<file path="config.mk">
export PLATFORM = sky130hd
export DESIGN_NAME = ir_carrier_generator
export DESIGN_NICKNAME = d
export VERILOG_FILES = /design/src/pkg/ir_carrier_pkg.sv /design/src/pkg/count_tick_if.sv /design/src/verilog/count_divider.sv /design/src/verilog/ir_carrier_generator.sv
export SDC_FILE = /design/constraint.sdc
export NUM_CORES = 1
export LEC_CHECK = 0
export ABC_AREA = 1
export CORE_MARGIN = 1
export CORE_UTILIZATION = 40
export DETAILED_ROUTE_END_ITERATION = 10
export DONT_BUFFER_PORTS = 1
export GPL_TIMING_DRIVEN = 0
export MAX_ROUTING_LAYER = met4
export RECOVER_POWER = 25
export SLEW_MARGIN = 15
export SYNTH_ARGS = -nofsm -noshare
export SYNTH_HDL_FRONTEND = slang
export SYNTH_SLANG_ARGS = --single-unit
</file>
<file path="constraint.sdc">
create_clock -name clk -period 1.9 [get_ports clk]
set_input_delay 0 -clock clk [delete_from_list [all_inputs] [get_ports clk]]
set_output_delay 0 -clock clk [all_outputs]
set_load 0.01 [all_outputs]
</file>
<file path="src/pkg/ir_carrier_pkg.sv">
// Functional notes
// - output follows enable pair truth table
// - staged enable writable, active enable read-only
// - envelope match synchronised into envelope_sync_irq
// - staged copies to active two clocks later
// - low compare first; match toggles, clears, switches
// - high compare match toggles, clears, switches back
// - counting starts with carrier at default level
// - clearing run enable stops carrier timer
// - period N+M+2 clocks, high M+1
// - high compare write takes three count clocks
// - carrier starts at next carrier rising edge
// - clearing active enable never truncates a high phase
// - low compare sets low width, high sets high
// - new high value lands at old match, or at once while stopped
package ir_carrier_pkg;
  localparam int          CNT_W         = 8;
  localparam logic [7:0]  COUNT_RESET   = 8'h00;
  localparam logic [7:0]  COMPARE_RESET = 8'h00;
  localparam int          CLK_HZ        = 50_000_000;
  localparam int          HIGH_XFER_CNT = 3;
  localparam int          ENABLE_XFER   = 2;
  localparam logic [2:0]  DIV_SEL_RESET = 3'h0;
endpackage

</file>
<file path="src/pkg/count_tick_if.sv">
`timescale 1ns/1ps
interface count_tick_if;
  logic       tick;     // one-cycle count clock enable
  logic [2:0] sel;      // divider select
  modport src (output tick, input sel);
  modport dst (input tick, output sel);
endinterface

</file>
<file path="src/verilog/count_divider.sv">
`timescale 1ns/1ps
module count_divider (
  input  wire logic  clk,      // system clock
  input  wire logic  sys_rst,  // synchronous reset, high
  input  wire logic  run,      // divider runs while high
  count_tick_if.src  ct        // tick out, select in
);
  typedef struct packed {
    logic [6:0] cnt;
    logic       tick;
  } div_state_s;

  div_state_s st;
  div_state_s next_st;

  // select n gives one tick every 2**n system clocks
  always_comb begin
    logic [6:0] lim;
    lim = 7'((7'h01 << ct.sel) - 7'h01);
    next_st = st;
    next_st.tick = 1'b0;
    if (!run) begin
      next_st.cnt = 7'h00;
    end else if (st.cnt >= lim) begin
      next_st.cnt  = 7'h00;
      next_st.tick = 1'b1;
    end else begin
      next_st.cnt = st.cnt + 7'h01;
    end
  end

  always_ff @(posedge clk) begin
    if (sys_rst) begin
      st <= '0;
    end else begin
      st <= next_st;
    end
  end

  assign ct.tick = st.tick;
endmodule // count_divider

</file>
<file path="src/verilog/ir_carrier_generator.sv">
`timescale 1ns/1ps
module ir_carrier_generator #(
  parameter int CNT_W = ir_carrier_pkg::CNT_W
) (
  input  wire logic             clk,                   // 50 MHz clock
  input  wire logic             sys_rst,               // sync reset, high
  input  wire logic [2:0]       count_clock_select,    // count clock divider
  input  wire logic             counter_run_enable,    // start/stop counter
  input  wire logic             envelope_timer_enable, // envelope counter on
  input  wire logic             remote_output_enable,  // carrier gating on
  input  wire logic [CNT_W-1:0] low_width_compare,     // low width value N
  input  wire logic [CNT_W-1:0] high_width_wdata,      // high width value M
  input  wire logic             high_width_we,         // high width write
  input  wire logic             staged_wdata,          // staged enable data
  input  wire logic             staged_we,             // staged enable write
  input  wire logic             envelope_match_irq,    // envelope match pulse
  output logic                  carrier_enable_staged, // staged enable bit
  output logic                  carrier_enable_active, // active enable bit
  output logic [CNT_W-1:0]      high_width_compare,    // active high compare
  output logic                  envelope_sync_irq,     // synced envelope irq
  output logic                  envelope_run,          // envelope timer run
  output logic                  compare_match_irq,     // match pulse
  output logic                  carrier_output_pin     // output level
);
  count_tick_if ct ();

  typedef struct packed {
    logic [CNT_W-1:0] count;
    logic             sel_high;
    logic             carrier;
    logic             out;
    logic             first_tick;
    logic [CNT_W-1:0] high_active;
    logic [CNT_W-1:0] high_latch;
    logic             high_pending;
    logic [1:0]       high_age;
    logic             env_seen;
    logic             sync_irq;
    logic [1:0]       xfer_cnt;
    logic             staged;
    logic             active;
    logic             match_irq;
    logic             env_run;
    logic             gate;
  } gen_state_s;

  gen_state_s st;
  gen_state_s next_st;

  assign ct.sel = count_clock_select;

  count_divider u_div (
    .clk     (clk),
    .sys_rst (sys_rst),
    .run     (counter_run_enable),
    .ct      (ct)
  );

  always_comb begin
    logic             match;
    logic [CNT_W-1:0] cmp;
    next_st = st;
    next_st.match_irq = 1'b0;
    next_st.env_run = envelope_timer_enable;
    cmp = st.sel_high ? st.high_active : low_width_compare;
    match = (st.count == cmp) && !st.first_tick;

    // write side: staged bit and latched high value, any time
    if (staged_we) begin
      next_st.staged = staged_wdata;
    end
    if (high_width_we) begin
      next_st.high_latch   = high_width_wdata;
      next_st.high_pending = 1'b1;
      next_st.high_age     = 2'h0;
    end

    // an envelope event waits here for the next count tick
    if (envelope_match_irq) begin
      next_st.env_seen = 1'b1;
    end

    if (!counter_run_enable) begin
      next_st.count      = ir_carrier_pkg::COUNT_RESET;
      next_st.sel_high   = 1'b0;
      next_st.carrier    = 1'b0;
      next_st.first_tick = 1'b1;
      next_st.xfer_cnt   = 2'h0;
      next_st.sync_irq   = 1'b0;
      // while stopped, the high value loads straight through
      if (high_width_we) begin
        next_st.high_active  = high_width_wdata;
        next_st.high_pending = 1'b0;
      end
    end else if (ct.tick) begin
      // first tick is masked so the carrier holds its default
      next_st.first_tick = 1'b0;
      if (st.first_tick) begin
        next_st.count = ir_carrier_pkg::COUNT_RESET;
      end else if (match) begin
        next_st.count     = ir_carrier_pkg::COUNT_RESET;
        next_st.carrier   = ~st.carrier;
        next_st.sel_high  = ~st.sel_high;
        next_st.match_irq = 1'b1;
        // pending value moves only at old match and when aged enough
        if (st.sel_high && st.high_pending && !high_width_we
            && st.high_age == 2'(ir_carrier_pkg::HIGH_XFER_CNT - 1)) begin
          next_st.high_active  = st.high_latch;
          next_st.high_pending = 1'b0;
        end
      end else begin
        next_st.count = CNT_W'(st.count + 1'b1);
      end
      if (st.high_pending && !high_width_we
          && st.high_age != 2'(ir_carrier_pkg::HIGH_XFER_CNT - 1)) begin
        next_st.high_age = st.high_age + 2'h1;
      end

      // envelope event is presented on a count tick
      next_st.sync_irq = st.env_seen || envelope_match_irq;
      next_st.env_seen = 1'b0;

      // strobe lasts one tick, so a set flag here is its rising edge;
      // the copy lands on the second tick after it
      if (st.sync_irq) begin
        next_st.xfer_cnt = 2'h1;
      end else if (st.xfer_cnt == 2'(ir_carrier_pkg::ENABLE_XFER - 1)) begin
        next_st.active   = st.staged;
        next_st.xfer_cnt = 2'h0;
      end
    end

    // gate opens only as the carrier rises and shuts only while it is
    // low, so the active bit alone never cuts a high phase short or starts one mid-phase
    if (!counter_run_enable) begin
      next_st.gate = 1'b0;
    end else if (!st.active && !next_st.carrier) begin
      next_st.gate = 1'b0;
    end else if (st.active && next_st.carrier && !st.carrier) begin
      next_st.gate = 1'b1;
    end

    if (remote_output_enable) begin
      next_st.out = next_st.gate && next_st.carrier;
    end else begin
      next_st.out = next_st.staged;
    end
  end

  always_ff @(posedge clk) begin
    if (sys_rst) begin
      st            <= '0;
      st.first_tick <= 1'b1;
    end else begin
      st <= next_st;
    end
  end

  assign carrier_enable_staged = st.staged;
  assign carrier_enable_active = st.active;
  assign high_width_compare    = st.high_active;
  assign envelope_sync_irq     = st.sync_irq;
  assign envelope_run          = st.env_run;
  assign compare_match_irq     = st.match_irq;
  assign carrier_output_pin    = st.out;
endmodule // ir_carrier_generator

</file>
==> impl_metrics.yaml <==
placement:
  place_inst: 434
  dp_hpwl_um: 4040
  io_buffers: 0
  gp_congestion: 0.796
sta:
  fmax_mhz: 507
  hold_ws_ns: -0.0206
  skew_ns: 0.0174
  hold_viol: 2
  drv_slew: 0
  rsz0062_at_grt: "yes"
  fin_crit_ns: 1.97
  slew_headroom: 0.650
  setup_viol: 5
  worst_pin_slew_ns: 0.526
  fin_crit_sh: 1.04
  finalWorstSetupSlack_ns: -0.0737
yosys:
  ys_seq_elements: 47
  synth_nets: 397
  yosys_warnings: 0
  syn_inst: 359
  synth_edf_count: 0
  postSynthAreaPerCell_um2: 7.01
  async_flop_share: 0
  synthFlopType: "dfxtp_1"
  syn_area_mm2: 0.00251
  synth.distinct_cells: 37
  ys_seq_area_frac: 0.374
layout:
  fillerInstances: 615
  syn_to_final_growth_pct: 19.5
  nNetsFinal: 428
  mostFrequentLayoutCell: "nand2_1"
  multiInputGateArea_mm2: 0.00135
  drive_above_1_share: 0.148
  layout.cells.non_filler: 466
  final_cell_mix: "nand2_1, dfxtp_1, inv_1, nor2_1, a21oi_1"
  antennaDiodeCount: 0
  seq_area_um2: 942
global_route:
  grt_remaining_overflow: 0
  grt_max_degree: 16
  grt_first_pass_wirelength_um: 8940
  grt_pass1_vias: 1961
  grt_util_all_layers: 0.183
  antenna_found_initial: 0
clock_tree:
  cts_sinks: 47
  clockBufferDepth: 2
  htreeDepth: 2
  cts_root_buffer: "clkbuf_8"
  cts_made_buffers: 5
  path_clk_slew_ns: 0.10
  clk-insertion-delay-late_ns: 0.31
  cts_tree: "yes"
routing:
  drt_wl_total_um: 5720
  routedWlPerCell_um: 12.3
  dr_total_vias: 2280
  drcViolationCount: 0
  wl_met3_um: 281
  viasPerCell: 4.89
  drt-initial-drc-count: 82
  antenna_left: 0
  first_pass_iters: 4
  maxUsedRoutingLayer: "met4"
  wl_met1_um: 2830
  met2_wirelength_um: 2550
power:
  power_mw: 1.88
  peakVddDrop_mv: 0.544
  p_leak_nw: 1.26
  power.density_mw_per_mm2: 625
worst_setup_path:
  reg2reg_from: "st[31]$_SDFFE_PP0P_"
  critPathCaptureType: "register"
  reg2regPathDepth: 15
  critical_path_class: "reg2reg"
  worstPathRequired_ns: 2.11
  cp.arrival_ns: 2.19
  reg2reg_to: "high_width_compare[2]$_SDFFE_PP0P_"
  regToRegSetupSlack_ns: -0.07
  critPathMaxFanout: 6
  cp-start-kind: "register"
  startpoint: "st[31]$_SDFFE_PP0P_"
job:
  max_cap_viol_count: 0
worst_hold_path:
  min_to: "high_width_compare[4]$_SDFFE_PP0P_"
  hp-start: "high_width_wdata[4]"
  holdPathStages: 4
  hp-class: "in2reg"
floorplanning:
  core_region_area_mm2: 0.00599
  dieArea_mm2: 0.00661
  ios: 42
  die_width_um: 81.3
  initial_core_util: 0.420
  die_h_um: 81.3
  std_cell_rows: 28
outcome:
  violations: "negative hold slack, negative setup slack"
  status: "finished, violations left"
==> power breakdown <==
group | total, mW | switching, mW | internal [mW]
combinational | 0.219 | 0.126 | 0.0935
sequential | 1.04 | 0.0209 | 1.02
clock | 0.619 | 0.363 | 0.257
==> cell type report <==
class / instances / share of cell area
Sequential cell: 47 / 0.314
Multi-Input combinational cell: 249 / 0.451
Inverter: 43 / 0.0546
Clock inverter: 3 / 0.00666
Timing Repair Buffer: 24 / 0.0787
Tap cell: 75 / 0.0312
Buffer: 20 / 0.0416
Clock buffer: 5 / 0.0229
==> synthesized netlist by cell type, types with 4 or more instances <==
master    instances  area share
nand2_1          81        0.12
dfxtp_1          47        0.37
nor2_1           43       0.064
inv_1            41       0.061
a21oi_1          27       0.054
o21ai_0          26       0.052
nand3_1          13       0.026
ha_1             10       0.050
buf_4             8       0.024
clkbuf_1          8       0.012
nand4_1           8       0.020
nand2_2           5       0.012
xor2_1            5       0.017
or2_2             4      0.0099
==> metal layers <==
layer  vias to the layer above  global-route usage
li1                       1218                   -
met1                      1013               0.242
met2                        43               0.277
met3                         6              0.0360
met4                         0              0.0643
met5                         -                   -
==> through the flow <==
| step | util | setup TNS (ns) | area, um2 | worst slack, ns | hold slack [ns] |
|---|---|---|---|---|---|
| global placement | 0.435 | -0.0218 | 2610 | -0.0203 | 0.0992 |
| floorplan | - | 0 | 2510 | 0.240 | 0.0946 |
| finish | 0.501 | -0.178 | 3000 | -0.0737 | -0.0206 |
| global route | 0.501 | -1.89 | 3000 | -0.203 | 0.0204 |
| CTS | 0.475 | -0.0445 | 2850 | -0.0290 | 0.00577 |
| detailed placement | 0.435 | -0.0364 | 2610 | -0.0287 | 0.100 |
==> kinds of logic after synthesis <==
logic type / Yosys count / synth area share
compound gates: 64 / 0.138
xor+xnor: 5 / 0.0174
fa+ha+maj: 10 / 0.0498
simple gates: 169 / 0.302
flops: 47 / 0.374
buf+inv: 64 / 0.118
==> flip-flops by register name, summed over array words and instances (netlist names) <==
register / count
envelope_run: 1
compare_match_irq: 1
carrier_enable_active: 1
u_div.st: 7
envelope_sync_irq: 1
high_width_compare: 8
u_div.ct.tick: 1
carrier_enable_staged: 1
st: 25
carrier_output_pin: 1
==> timing repair <==
action                     in CTS  in global routing
setup buffers                   0                  9
hold endpoints to repair       21                  0
pin swaps                       0                 12
gates cloned                    0                  2
hold buffers                   14                  0
setup endpoints to repair       3                 19
resized for setup               2                 27
==> worst max path at each step <==
stage / end / slack (ns) / cells after the start
after global placement: high_width_compare[2]$_SDFFE_PP0P_ / -0.02 / 15
after CTS: high_width_compare[2]$_SDFFE_PP0P_ / -0.03 / 15
final: high_width_compare[2]$_SDFFE_PP0P_ / -0.07 / 15
after detailed placement: high_width_compare[2]$_SDFFE_PP0P_ / -0.03 / 15
after global routing: high_width_compare[2]$_SDFFE_PP0P_ / -0.20 / 15
after floorplan: high_width_compare[2]$_SDFFE_PP0P_ / 0.24 / 13
==> critical path, cell delays in order, from the launching register on <==
cell and delay (ns):
dfxtp_2 0.35, buf_8 0.12, inv_4 0.04, buf_8 0.12, buf_6 0.12, nand2_2 0.05
nand2_1 0.05, nand2_1 0.05, nand4_1 0.09, nor2_2 0.20, nand2_4 0.09, nand2_4 0.09
nand3_4 0.11, buf_8 0.18, o21ai_4 0.17, a21oi_2 0.04
No activity file was read; power rests on OpenSTA's default activity.
